## src/rcoc_defs.vh

```
// Register addresses, field positions and reset values of the RC oscillation converter.
// Assumes inclusion by the converter modules only.
`ifndef RCOC_DEFS_VH
`define RCOC_DEFS_VH

`define RCOC_ADDR_SWITCH_SEL 8'h1A
`define RCOC_ADDR_INT_CTRL2 8'h1E
`define RCOC_ADDR_TA_LO 8'h20
`define RCOC_ADDR_TA_HI 8'h21
`define RCOC_ADDR_CLK_CTRL 8'h22
`define RCOC_ADDR_TB_LO 8'h23
`define RCOC_ADDR_TB_HI 8'h24
`define RCOC_ADDR_MODE 8'h25

`define RCOC_MODE_OVS_BIT 0
`define RCOC_MODE_EN_BIT 1
`define RCOC_CLK_CNT_EN_BIT 4
`define RCOC_INT_FLAG_BIT 4

`define RCOC_SEL_SYS 3'h0
`define RCOC_SEL_SYS_DIV4 3'h1
`define RCOC_DIV4_LAST 2'h3

`define RCOC_RST_SWITCH_SEL 5'h1F
`define RCOC_RST_USER_NIBBLE 4'h8
`define RCOC_RST_CLK_SPARE 1'b1
`define RCOC_SWITCH_COUNT 16

`endif

```

## src/rcoc_converter.v

```verilog
// RC oscillation converter: reference and oscillation timers, mode and switch registers.
// Assumes a data-memory style register port on clk_sys and an async oscillator pin.
//
// Notes on behaviour
// Mode bit 0 picks overflow source timer
// Mode bit 1 enables converter mode
// Unused mode and switch bits read zero
// Mode bits 4-7 free user storage
// Two 16-bit timers: internal, external oscillator
// Count enable starts both timers together
// Selected overflow sets converter overflow flag
// Overflow stops both, clears count enable
// Low byte write only fills buffer
// High byte write loads full counter
// High byte read latches low byte
// Low byte read returns buffer; high first
// Timer bytes inaccessible while counting enabled
// Software should pick system clock sources
// Code 000 system clock, 001 divided four
// Switch code n closes switch pin n
// Codes above fifteen keep switches open
`timescale 1ns/10ps
`default_nettype none
`include "rcoc_defs.vh"

module rcoc_converter #(
    parameter SWITCHES = `RCOC_SWITCH_COUNT
) (
    input wire clk_sys,
    input wire reset_n,
    input wire [7:0] reg_addr,
    input wire reg_write,
    input wire reg_read,
    input wire [7:0] reg_wdata,
    output reg [7:0] reg_rdata,
    input wire rc_osc_in,
    output reg [SWITCHES-1:0] sensor_switch_pins,
    output reg converter_overflow_flag,
    output reg converter_count_enable
);
    reg overflow_source_select;
    reg converter_mode_enable;
    reg [3:0] user_nibble;
    reg [4:0] switch_select_field;
    reg [2:0] reference_clock_select;
    reg clk_spare;
    reg [1:0] div4_count;
    reg osc_sync1;
    reg osc_sync2;
    reg osc_prev;
    wire [SWITCHES-1:0] next_switches;
    reg [7:0] next_rdata;

    wire counting;
    wire tick_ref;
    wire tick_osc;
    wire hit_ta_lo;
    wire hit_ta_hi;
    wire hit_tb_lo;
    wire hit_tb_hi;
    wire timer_open;
    wire ovf_ref;
    wire ovf_osc;
    wire ovf_selected;
    wire [15:0] count_ref;
    wire [15:0] count_osc;
    wire [7:0] buf_ref;
    wire [7:0] buf_osc;

    assign counting = converter_count_enable && converter_mode_enable;
    assign tick_ref = counting && ((reference_clock_select == `RCOC_SEL_SYS) ||
        ((reference_clock_select == `RCOC_SEL_SYS_DIV4) &&
        (div4_count == `RCOC_DIV4_LAST)));
    assign tick_osc = counting && osc_sync2 && !osc_prev;
    assign timer_open = !converter_count_enable;
    assign hit_ta_lo = timer_open && (reg_addr == `RCOC_ADDR_TA_LO);
    assign hit_ta_hi = timer_open && (reg_addr == `RCOC_ADDR_TA_HI);
    assign hit_tb_lo = timer_open && (reg_addr == `RCOC_ADDR_TB_LO);
    assign hit_tb_hi = timer_open && (reg_addr == `RCOC_ADDR_TB_HI);
    assign ovf_selected = overflow_source_select ? ovf_osc : ovf_ref;

    rcoc_counter16 #(
        .WIDTH(16)
    ) u_ref_timer (
        .clk_sys(clk_sys),
        .reset_n(reset_n),
        .count_tick(tick_ref),
        .write_lo(reg_write && hit_ta_lo),
        .write_hi(reg_write && hit_ta_hi),
        .read_hi(reg_read && hit_ta_hi),
        .wdata(reg_wdata),
        .count(count_ref),
        .lo_buffer(buf_ref),
        .overflow(ovf_ref)
    );

    rcoc_counter16 #(
        .WIDTH(16)
    ) u_osc_timer (
        .clk_sys(clk_sys),
        .reset_n(reset_n),
        .count_tick(tick_osc),
        .write_lo(reg_write && hit_tb_lo),
        .write_hi(reg_write && hit_tb_hi),
        .read_hi(reg_read && hit_tb_hi),
        .wdata(reg_wdata),
        .count(count_osc),
        .lo_buffer(buf_osc),
        .overflow(ovf_osc)
    );

    // Oscillator pin synchroniser and edge memory
    always @(posedge clk_sys) begin
        if (!reset_n) begin
            osc_sync1 <= 1'b0;
            osc_sync2 <= 1'b0;
            osc_prev <= 1'b0;
        end else begin
            osc_sync1 <= rc_osc_in;
            osc_sync2 <= osc_sync1;
            osc_prev <= osc_sync2;
        end
    end

    // Divide-by-four prescaler, cleared while idle
    always @(posedge clk_sys) begin
        if (!reset_n || !counting) begin
            div4_count <= 2'h0;
        end else begin
            div4_count <= div4_count + 2'h1;
        end
    end

    // Control registers
    always @(posedge clk_sys) begin
        if (!reset_n) begin
            overflow_source_select <= 1'b0;
            converter_mode_enable <= 1'b0;
            user_nibble <= `RCOC_RST_USER_NIBBLE;
            switch_select_field <= `RCOC_RST_SWITCH_SEL;
            reference_clock_select <= `RCOC_SEL_SYS;
            clk_spare <= `RCOC_RST_CLK_SPARE;
            converter_count_enable <= 1'b0;
            converter_overflow_flag <= 1'b0;
        end else begin
            if (reg_write && reg_addr == `RCOC_ADDR_MODE) begin
                overflow_source_select <= reg_wdata[`RCOC_MODE_OVS_BIT];
                converter_mode_enable <= reg_wdata[`RCOC_MODE_EN_BIT];
                user_nibble <= reg_wdata[7:4];
            end
            if (reg_write && reg_addr == `RCOC_ADDR_SWITCH_SEL) begin
                switch_select_field <= reg_wdata[4:0];
            end
            if (ovf_selected) begin
                converter_count_enable <= 1'b0;
            end else if (reg_write && reg_addr == `RCOC_ADDR_CLK_CTRL) begin
                converter_count_enable <= reg_wdata[`RCOC_CLK_CNT_EN_BIT];
            end
            if (reg_write && reg_addr == `RCOC_ADDR_CLK_CTRL) begin
                reference_clock_select <= reg_wdata[7:5];
                clk_spare <= reg_wdata[3];
            end
            if (ovf_selected) begin
                converter_overflow_flag <= 1'b1;
            end else if (reg_write && reg_addr == `RCOC_ADDR_INT_CTRL2) begin
                converter_overflow_flag <= reg_wdata[`RCOC_INT_FLAG_BIT];
            end
        end
    end

    // One-of-sixteen switch decode
    genvar gi;
    generate
        for (gi = 0; gi < SWITCHES; gi = gi + 1) begin : g_switch
            localparam [4:0] CODE = gi;
            assign next_switches[gi] = (switch_select_field == CODE);
        end
    endgenerate

    always @(posedge clk_sys) begin
        if (!reset_n) begin
            sensor_switch_pins <= {SWITCHES{1'b0}};
        end else begin
            sensor_switch_pins <= next_switches;
        end
    end

    // Read data mux
    always @* begin
        next_rdata = 8'h00;
        case (reg_addr)
            `RCOC_ADDR_MODE: begin
                next_rdata = {user_nibble, 2'b00, converter_mode_enable,
                    overflow_source_select};
            end
            `RCOC_ADDR_SWITCH_SEL: begin
                next_rdata = {3'b000, switch_select_field};
            end
            `RCOC_ADDR_CLK_CTRL: begin
                next_rdata = {reference_clock_select, converter_count_enable, clk_spare,
                    3'b000};
            end
            `RCOC_ADDR_INT_CTRL2: begin
                next_rdata = {3'b000, converter_overflow_flag, 4'h0};
            end
            `RCOC_ADDR_TA_LO: begin
                next_rdata = timer_open ? buf_ref : 8'h00;
            end
            `RCOC_ADDR_TA_HI: begin
                next_rdata = timer_open ? count_ref[15:8] : 8'h00;
            end
            `RCOC_ADDR_TB_LO: begin
                next_rdata = timer_open ? buf_osc : 8'h00;
            end
            `RCOC_ADDR_TB_HI: begin
                next_rdata = timer_open ? count_osc[15:8] : 8'h00;
            end
            default: begin
                next_rdata = 8'h00;
            end
        endcase
    end

    always @(posedge clk_sys) begin
        if (!reset_n) begin
            reg_rdata <= 8'h00;
        end else if (reg_read) begin
            reg_rdata <= next_rdata;
        end
    end
endmodule // rcoc_converter

`default_nettype wire

```

## src/rcoc_counter16.v

```verilog
// One 16-bit up-counter with a buffered low byte for atomic byte access.
// Assumes the caller gates all strobes; strobes are single-cycle on clk_sys.
`timescale 1ns/10ps
`default_nettype none

module rcoc_counter16 #(
    parameter WIDTH = 16
) (
    input wire clk_sys,
    input wire reset_n,
    input wire count_tick,
    input wire write_lo,
    input wire write_hi,
    input wire read_hi,
    input wire [7:0] wdata,
    output reg [WIDTH-1:0] count,
    output reg [7:0] lo_buffer,
    output wire overflow
);
    assign overflow = count_tick && (count == {WIDTH{1'b1}});

    always @(posedge clk_sys) begin
        if (!reset_n) begin
            count <= {WIDTH{1'b0}};
            lo_buffer <= 8'h00;
        end else begin
            if (write_hi) begin
                count <= {wdata, lo_buffer};
            end else if (count_tick) begin
                count <= count + {{(WIDTH-1){1'b0}}, 1'b1};
            end
            if (write_lo) begin
                lo_buffer <= wdata;
            end else if (read_hi) begin
                lo_buffer <= count[7:0];
            end
        end
    end
endmodule // rcoc_counter16

`default_nettype wire

```

## config.mk

```make
export PLATFORM = sky130hd
export DESIGN_NAME = rcoc_converter
export DESIGN_NICKNAME = d
export VERILOG_FILES = /design/src/rcoc_converter.v /design/src/rcoc_counter16.v
export VERILOG_INCLUDE_DIRS = /design/src
export SDC_FILE = /design/constraint.sdc
export NUM_CORES = 1
export LEC_CHECK = 0
export BUFFER_PORTS_ARGS = -buffer_cell sky130_fd_sc_hd__buf_4
export CORE_ASPECT_RATIO = 1.1
export CORE_MARGIN = 3
export CORE_UTILIZATION = 50
export DETAILED_ROUTE_END_ITERATION = 8
export HOLD_SLACK_MARGIN = 0.12
export PLACE_DENSITY = 0.79
export SYNTH_ARGS = -nofsm -noshare
export SYNTH_HDL_FRONTEND = slang
export SYNTH_HIERARCHICAL = 1
export SYNTH_SLANG_ARGS = --single-unit
export TNS_END_PERCENT = 30
```

## constraint.sdc

```tcl
create_clock -name clk_sys -period 2.41 [get_ports clk_sys]
set_clock_uncertainty 0.15 [all_clocks]
set_input_delay 0.482 -clock clk_sys [delete_from_list [all_inputs] [get_ports clk_sys]]
set_output_delay 0.482 -clock clk_sys [all_outputs]
set_load 0.02 [all_outputs]
```

==> results_dict.tcl, run 1 <==
set metrics [dict create \
    status "finished clean" \
    die_y_um 106 \
    synth-async-reset-ratio_pct 0 \
    clk_path_buf_depth 2 \
    place.gp.congestion 0.948 \
    cts_setup_buffers 0 \
    drv_cap 0 \
    antenna_cells 0 \
    comb_power_share_pct 5.0 \
    synth_edf_count 0 \
    yosysMostFrequentCell "dfxtp_1" \
    p_per_area_nw_per_um2 515 \
    ys_top_cells_by_area "dfxtp_1 41%, mux2i_1 9.9%, nor2_1 6.0%, a21oi_1 4.6%, xnor2_1 4.6%" \
    die_area_um2 10300 \
    p_switching_uw 737 \
    dpl.hpwl_um 8610 \
    clkTransAtPathRegs_ns 0.10 \
    syn2layout_area_growth_pct 17.5 \
    placedCellCount 670 \
    cp_cell_sequence "ha_1 -> inv_1 -> a2111oi_2 -> buf_4 -> nand3_1 -> or3_4 -> nor3_4 -> mux2i_2 -> nand2_1 -> nor2_1" \
    drtPass1Iterations 5 \
    finalSetupViolCount 0 \
    criticalPathCategory "flip-flop to flip-flop" \
    syn_inst 524 \
    vias 4135 \
    cp-start-kind "flip-flop" \
    tightest_slew_ns 0.594 \
    synth_top_area_share_pct 41.4 \
    avgSynthCellArea_um2 8.68 \
    clock-root-buffer "clkbuf_8" \
    endpoint_kind "flip-flop" \
    initial_core_util_pct 52.7 \
    drc_errors 0 \
    max-slew-margin-rel_pct 60.3 \
    ant_nets 0 \
    leakagePower_uw 0.00205 \
    max_stage_delay_ns 0.42 \
    cts_buffers 9 \
    stdcell_count 686 \
    grt_max_degree 27 \
    drive_above_1_share_pct 18.1 \
    cts_tree "yes" \
    synth_ff_type "dfxtp_1" \
    period_share_pct 96.3 \
    synth.yosys.seq_area_share_pct 41.4 \
    synth_cell_type_count 51 \
    wirelength_um 12300 \
    first_global_vias 3840 \
    clkSinkCount 94 \
    coreArea_um2 8630 \
    syn_nets 548 \
    die_w_um 97.0 \
    seqPwrFrac_pct 56.6 \
    switching_share_pct 26.8 \
    io_pins 47 \
    drt_iter0_drc 459 \
    r2r_slack_ns 0.09 \
    cp.arrival_ns 2.44 \
    peakVddDrop_mv 0.264 \
    synth_seq_cells 94 \
    worstPathRequired_ns 2.53 \
    insertion_delay_ns 0.37 \
    portBuffers 46 \
    power.share.clock_pct 38.4 \
    yosysTopAreaCell "dfxtp_1" \
    grt_pass1_wl_um 20000 \
    cell_internal_pwr_uw 2010 \
    drv_slew 0 \
    tns_ns 0 \
    worstHoldPathType "input pin to flip-flop" \
    grt_usage_pct 24.1 \
    ys_top_cells_by_count "94 x dfxtp_1, 73 x nor2_1, 45 x mux2i_1" \
    htree_levels 3 \
    hold_viol 0 \
    gr-total-overflow 0 \
    antenna_found_initial 0 \
    fmaxAchievable_ghz 0.431 \
    avgRoutedWirePerCell_um 18.0 \
    rows 35 \
    cpMaxStageDelayCell "or3_4" \
    vias_per_cell 6.03 \
    synth_area_um2 4550 \
    grt_setup_unrepaired "yes" \
    final_nets 594 \
    critPathMaxFanout 2 \
    fin_crit_ns 2.32 \
    yosysWarnings 6 \
]
[power by group through the flow]
stage,Clock [µW],Combinational (µW),Sequential [µW]
floorplan,0,63.8,1590
global placement,0,130,1590
detailed placement,0,132,1590
CTS,1070,133,1560
global route,1130,145,1560
finish,1060,136,1560
[area by class of cell]
class	count	area, µm²
Sequential cell	94	1890
Fill cell	732	3280
Timing Repair Buffer	71	571
Multi-Input combinational cell	385	2510
Inverter	9	33.8
Clock inverter	7	80.1
Clock buffer	9	124
Tap cell	111	139
[final timing paths]
check                            from                                  end  cells after the start
max reg2reg  div4_count[0]$_SDFF_PP0_  converter_count_enable$_SDFFE_PP0P_                     10
min                         rc_osc_in                 osc_sync1$_SDFF_PN0_                      2
min reg2reg  div4_count[0]$_SDFF_PP0_             div4_count[0]$_SDFF_PP0_                      1
max          div4_count[0]$_SDFF_PP0_  converter_count_enable$_SDFFE_PP0P_                     10
[sequential cells by signal, indices dropped and copies added (netlist names), 2 cells and up]
signal and flops:
div4_count 2, sensor_switch_pins 16, switch_select_field 5, u_ref_timer/count 16, user_nibble 4, reference_clock_select 3, u_ref_timer/lo_buffer 8, reg_rdata 8
u_osc_timer/count 16, u_osc_timer/lo_buffer 8
[metrics by stage]
step / worst slack [ns] / instance area (µm²) / util, % / hold WS, ns / total power, µW
final: 0.0880 / 5350 / 62.0 / 0.180 / 2750
after floorplan: -0.0401 / 4560 / - / 0.253 / 1660
after global routing: -0.00636 / 5350 / 62.0 / 0.161 / 2840
after detailed placement: -0.153 / 5120 / 59.3 / 0.281 / 1730
after CTS: 0.0532 / 5330 / 61.7 / 0.168 / 2760
after global placement: -0.0807 / 5120 / 59.3 / 0.269 / 1720
[metal layers]
layer	wire length (µm)	track usage, %
met1	5370	33.0
met2	5630	38.5
met3	1080	4.40
met4	268	8.32
met5	0	0
[what timing repair did]
item / in CTS / in global routing
endpoints found under the setup margin: 2 / 6
cloned: 0 / 0
pin swaps: 1 / 2
gates resized for setup: 1 / 6
hold buffers: 0 / 0
[worst max-delay path: cells and delay by family, from the launching register on]
kind                       cells  cell delay, ns
buffers and inverters          2            0.24
AOI/OAI and AO/OA              1            0.35
and+or+nand+nor                5            0.87
adders and majority gates      1            0.13
DFF                            1            0.34
muxes                          1            0.12
[logic make-up after synthesis]
kind of cell,synth area share [%]
AOI/OAI and AO/OA,14.2
xor gates and xnor gates,5.00
adders and majority gates,0.825
buffers and inverters,4.12
DFF,41.4
muxes,10.9
and+or+nand+nor,23.6
[layout by cell type, fill, tap and decap left out, types with 7 or more instances in the layout]
cell type  synthesis  final
mux2i_1           45     44
clkbuf_8           0      9
or3_1              8      7
a21oi_1           42     42
buf_4              2     68
nor3_1            11     10
nor2b_1           12     12
o21ai_1            9      9
a22oi_1            9      9
dfxtp_1           94     92
o21ai_0           20     20
nor2_1            73     73
nand2_1           32     32
xnor2_1           24     24
nand3_1           12     12
inv_1              9      9
nor4_1            11     11
nand4_1           11     11
No activity file was read; power rests on OpenSTA's default activity.
==> inputs of run 2 (changes only) <==
- CORE_UTILIZATION: 50 -> 53
- PLACE_DENSITY: 0.79 -> 0.83
==> results_dict.tcl, run 2 (synthesis results as in run 1) <==
set metrics [dict create \
    peakVddDrop_mv 0.315 \
    worstPathRequired_ns 2.53 \
    fmaxAchievable_ghz 0.436 \
    endpoint_kind "flip-flop" \
    cts_tree "yes" \
    drive_above_1_share_pct 19.1 \
    vias 4190 \
    cts_buffers 9 \
    ant_nets 0 \
    place.gp.congestion 0.994 \
    wirelength_um 12100 \
    holdWs_ns 0.168 \
    max_stage_delay_ns 0.43 \
    antenna_cells 0 \
    clock-root-buffer "clkbuf_8" \
    worst_path_dominant_cell_family "simple AND/OR/NAND/NOR gates" \
    placedCellCount 671 \
    stdcell_count 689 \
    vias_per_cell 6.08 \
    r2r_slack_ns 0.12 \
    avgRoutedWirePerCell_um 17.6 \
    tightest_slew_ns 0.559 \
    dpl.hpwl_um 8610 \
    final_common_cell "dfxtp_1" \
    die_y_um 103 \
    max-slew-margin-rel_pct 62.7 \
    cp.arrival_ns 2.41 \
    cpMaxStageDelayCell "or3_4" \
    initial_core_util_pct 56.0 \
    first_global_vias 3876 \
    p_per_area_nw_per_um2 506 \
    status "finished clean" \
    clkTransAtPathRegs_ns 0.10 \
    grt_usage_pct 25.5 \
    cp_cell_sequence "ha_1 -> inv_1 -> a2111oi_2 -> buf_4 -> nand3_1 -> or3_4 -> nor3_4 -> mux2i_2 -> nand2_1 -> nor2_1" \
    gr-total-overflow 0 \
    drtPass1Iterations 5 \
    grt_pass1_wl_um 19100 \
    clk_path_buf_depth 2 \
    grt_setup_unrepaired "yes" \
    worstHoldPathType "input pin to flip-flop" \
    clkSinkCount 94 \
    drc_errors 0 \
    syn2layout_area_growth_pct 18.0 \
    fin_crit_ns 2.29 \
    antenna_found_initial 0 \
    coreArea_um2 8130 \
    cp-start-kind "flip-flop" \
    criticalPathCategory "flip-flop to flip-flop" \
    io_pins 47 \
    leakagePower_uw 0.00207 \
    portBuffers 46 \
    rows 34 \
    drv_slew 0 \
    grt_max_degree 28 \
    layout_common_cells "93 x dfxtp_1, 76 x buf_4, 73 x nor2_1" \
    period_share_pct 95.1 \
    finalSetupViolCount 0 \
    critPathMaxFanout 2 \
    insertion_delay_ns 0.37 \
    htree_levels 3 \
    drv_cap 0 \
    die_w_um 94.4 \
    drt_iter0_drc 405 \
    final_nets 600 \
    crit_buf_inv 2 \
    die_area_um2 9740 \
    largestRegisters "sensor_switch_pins x16, u_osc_timer/count x16, u_ref_timer/count x16" \
    hold_viol 0 \
    fin_util_pct 66.1 \
]
-- run 2: cell count changes in the layout (fill, tap and decap cells not counted), sizes merged --
cell / delta
buf: +6
-- run 2: final cells by class --
type,count,area (µm²)
clock inverter,7,75.1
clock buffer,9,124
inverter,9,33.8
tap,108,135
timing repair buffer,77,591
sequential,94,1890
fill,655,2760
multi-input combinational,385,2520
-- run 2: repair_timing --
action	in CTS	in global routing
cloned	0	0
hold buffers	0	0
buffers inserted	0	2
pin swaps	0	2
resized for setup	1	7
setup endpoints to repair	2	6
-- run 2: per-layer routing --
metal / track usage (%) / wire (µm) / vias to the layer above
li1: - / - / 1970
met1: 33.1 / 4980 / 1964
met2: 40.9 / 5530 / 218
met3: 4.41 / 1070 / 38
met4: 13.4 / 534 / 0
met5: 0 / 0 / -
-- run 2: worst paths after layout --
| kind | start | end | cells past startpoint |
|---|---|---|---|
| worst max-delay path | div4_count[0]$_SDFF_PP0_ | converter_count_enable$_SDFFE_PP0P_ | 10 |
| worst min-delay path | rc_osc_in | osc_sync1$_SDFF_PN0_ | 2 |
| worst max register to register | div4_count[0]$_SDFF_PP0_ | converter_count_enable$_SDFFE_PP0P_ | 10 |
| worst min register to register | div4_count[0]$_SDFF_PP0_ | div4_count[0]$_SDFF_PP0_ | 1 |
-- run 2: metrics by stage --
step | setup TNS (ns) | setup WS [ns] | power, µW | instance area (µm²)
finish | 0 | 0.118 | 2710 | 5370
global route | -0.0151 | -0.00640 | 2810 | 5370
CTS | 0 | 0.00159 | 2730 | 5320
detailed placement | -1.98 | -0.177 | 1730 | 5120
global placement | -0.831 | -0.0868 | 1720 | 5120
floorplan | -0.0834 | -0.0401 | 1660 | 4560
-- run 2: worst register-to-register path, cell delays in order (launching register included) --
cell and delay (ns):
dfxtp_1 0.35, ha_1 0.14, inv_1 0.05, a2111oi_2 0.36, buf_4 0.19, nand3_1 0.11
or3_4 0.43, nor3_4 0.16, mux2i_2 0.12, nand2_1 0.08, nor2_1 0.04
-- run 2: power breakdown --
group          leakage [µW]  internal (µW)  switching [µW]
Combinational       0.00121           48.0            89.7
Sequential         0.000758           1550            2.69
Clock             0.0000981            408             611
==> inputs of run 3 (changes only) <==
- CTS_CLUSTER_SIZE: unset -> 20
- SETUP_SLACK_MARGIN: unset -> 0.4
- SYNTH_HIERARCHICAL: 1 -> unset
==> results_dict.tcl, run 3 <==
set metrics [dict create \
    status "finished clean" \
    hold_viol 0 \
    cts_buffers 9 \
    portBuffers 46 \
    grt_setup_unrepaired "yes" \
    cp.arrival_ns 2.15 \
    leakagePower_uw 0.00210 \
    cts_tree "yes" \
    dpl.hpwl_um 9880 \
    cp_cell_sequence "nand4bb_1 -> or4_4 -> or3_1 -> a31oi_1" \
    synth_cell_type_count 61 \
    die_w_um 95.4 \
    die_area_um2 9960 \
    worstPathRequired_ns 2.54 \
    insertion_delay_ns 0.36 \
    cp-start-kind "flip-flop" \
    cpMaxStageDelayCell "or4_4" \
    htree_levels 3 \
    avgSynthCellArea_um2 8.65 \
    synth_area_um2 4660 \
    finalSetupViolCount 0 \
    syn_inst 539 \
    final_common_cell "dfxtp_1" \
    period_share_pct 83.5 \
    tightest_slew_ns 0.831 \
    worstHoldPathType "input pin to flip-flop" \
    ys_top_cells_by_area "dfxtp_1 40%, mux2i_1 7.9%, a21oi_1 3.5%, nand2_1 3.5%, o21ai_0 3.5%" \
    synth-async-reset-ratio_pct 0 \
    clock-root-buffer "clkbuf_8" \
    endpoint_kind "flip-flop" \
    synth_edf_count 0 \
    crit_buf_inv 0 \
    gr-total-overflow 0 \
    comb_power_share_pct 6.3 \
    io_pins 47 \
    drv_cap 0 \
    cp-startpoint "u_ref_timer.count[4]$_SDFFE_PN0P_" \
    synth_top_area_share_pct 40.4 \
    peakVddDrop_mv 0.291 \
    vias 4576 \
    fin_crit_ns 2.01 \
    hp-start "rc_osc_in" \
    ant_nets 0 \
    clkSinkCount 94 \
    place.gp.congestion 0.970 \
    rows 35 \
    finalPower_uw 2820 \
    final_nets 619 \
    seqPwrFrac_pct 55.2 \
    yosysMostFrequentCell "dfxtp_1" \
    grt_usage_pct 27.7 \
    syn2layout_area_growth_pct 18.7 \
    worst_path_dominant_cell_family "simple AND/OR/NAND/NOR gates" \
    clkTransAtPathRegs_ns 0.09 \
    grt_pass1_wl_um 21400 \
    initial_core_util_pct 55.1 \
    critPathMaxFanout 8 \
    first_global_vias 4147 \
    drv_slew 0 \
    avgRoutedWirePerCell_um 19.2 \
    synth_seq_cells 94 \
    criticalPathCategory "flip-flop to flip-flop" \
    switching_share_pct 23.6 \
    p_per_area_nw_per_um2 510 \
    cell_internal_pwr_uw 2160 \
    max_stage_delay_ns 0.62 \
    max-slew-margin-rel_pct 43.9 \
    largestRegisters "sensor_switch_pins x16, u_osc_timer.count x16, u_ref_timer.count x16" \
    r2r_start "u_ref_timer.count[4]$_SDFFE_PN0P_" \
    wirelength_um 13600 \
    coreArea_um2 8450 \
    layout_common_cells "92 x dfxtp_1, 77 x buf_4, 44 x nand2_1" \
    power.share.clock_pct 38.5 \
    vias_per_cell 6.44 \
    synth_ff_type "dfxtp_1" \
    syn_nets 563 \
    grt_max_degree 33 \
    drc_errors 0 \
    ys_top_cells_by_count "94 x dfxtp_1, 44 x nand2_1, 41 x nor2_1" \
    antenna_found_initial 0 \
    fin_util_pct 65.4 \
    drtPass1Iterations 7 \
    yosysWarnings 0 \
    p_switching_uw 667 \
    synth.yosys.seq_area_share_pct 40.4 \
    tns_ns 0 \
    drive_above_1_share_pct 19.8 \
    antenna_cells 0 \
    fmaxAchievable_ghz 0.497 \
    die_y_um 104 \
    drt_iter0_drc 353 \
    yosysTopAreaCell "dfxtp_1" \
    clk_path_buf_depth 2 \
]
## run 3: layout make-up
type / instances / area [µm²]
multi-input cells: 405 / 2680
repair buffers: 78 / 589
clock inverters: 5 / 56.3
well taps: 111 / 139
clock buffers: 11 / 151
fillers: 682 / 2920
inverters: 7 / 26.3
flip-flops and latches: 94 / 1880
## run 3: timing repair
item	4_1_cts	5_1_grt
hold buffers	0	0
pin swaps	1	3
buffers inserted	2	2
resized for setup	4	13
cloned	0	0
setup endpoints to repair	22	54
## run 3: kinds of logic after synthesis
| kind of cell | count (synthesis) | synth area share [%] |
|---|---|---|
| AND/OR/NAND/NOR | 216 | 26.3 |
| AO/OA/AOI/OAI | 140 | 19.0 |
| XOR/XNOR | 7 | 1.32 |
| flip-flops | 94 | 40.4 |
| adder cells (fa/ha/maj) | 3 | 0.805 |
| multiplexers | 39 | 8.43 |
| buffers and inverters | 40 | 3.79 |
## run 3: worst paths after layout
path,end,slack (ns),cells past startpoint
max,u_ref_timer.count[14]$_SDFFE_PN0P_,0.40,4
min,osc_sync1$_SDFF_PN0_,0.17,2
max reg2reg,u_ref_timer.count[14]$_SDFFE_PN0P_,0.40,4
min reg2reg,div4_count[0]$_SDFF_PP0_,0.29,1
## run 3: metal layers
layer	track usage, %	up-vias	wire length [µm]
met5	0	-	0
met4	10.3	0	402
met3	4.78	39	1100
met2	44.3	213	6540
met1	36.9	2192	5610
li1	-	2132	-
## run 3: through the flow
stage / instance area, µm² / std cells / hold slack (ns) / worst slack, ns
after global placement: 5220 / 691 / 0.267 / 0.113
after global routing: 5530 / 711 / 0.186 / 0.311
after CTS: 5460 / 709 / 0.173 / 0.345
after floorplan: 4710 / 539 / 0.258 / 0.152
after detailed placement: 5220 / 691 / 0.282 / 0.0576
final: 5530 / 711 / 0.174 / 0.396
## run 3: power by group through the flow
stage                     logic [µW]  clock network [µW]  registers [µW]
after floorplan                 87.5                   0            1590
after global placement           167                   0            1590
after detailed placement         169                   0            1590
after CTS                        169                1090            1560
after global routing             188                1150            1560
final                            179                1090            1560
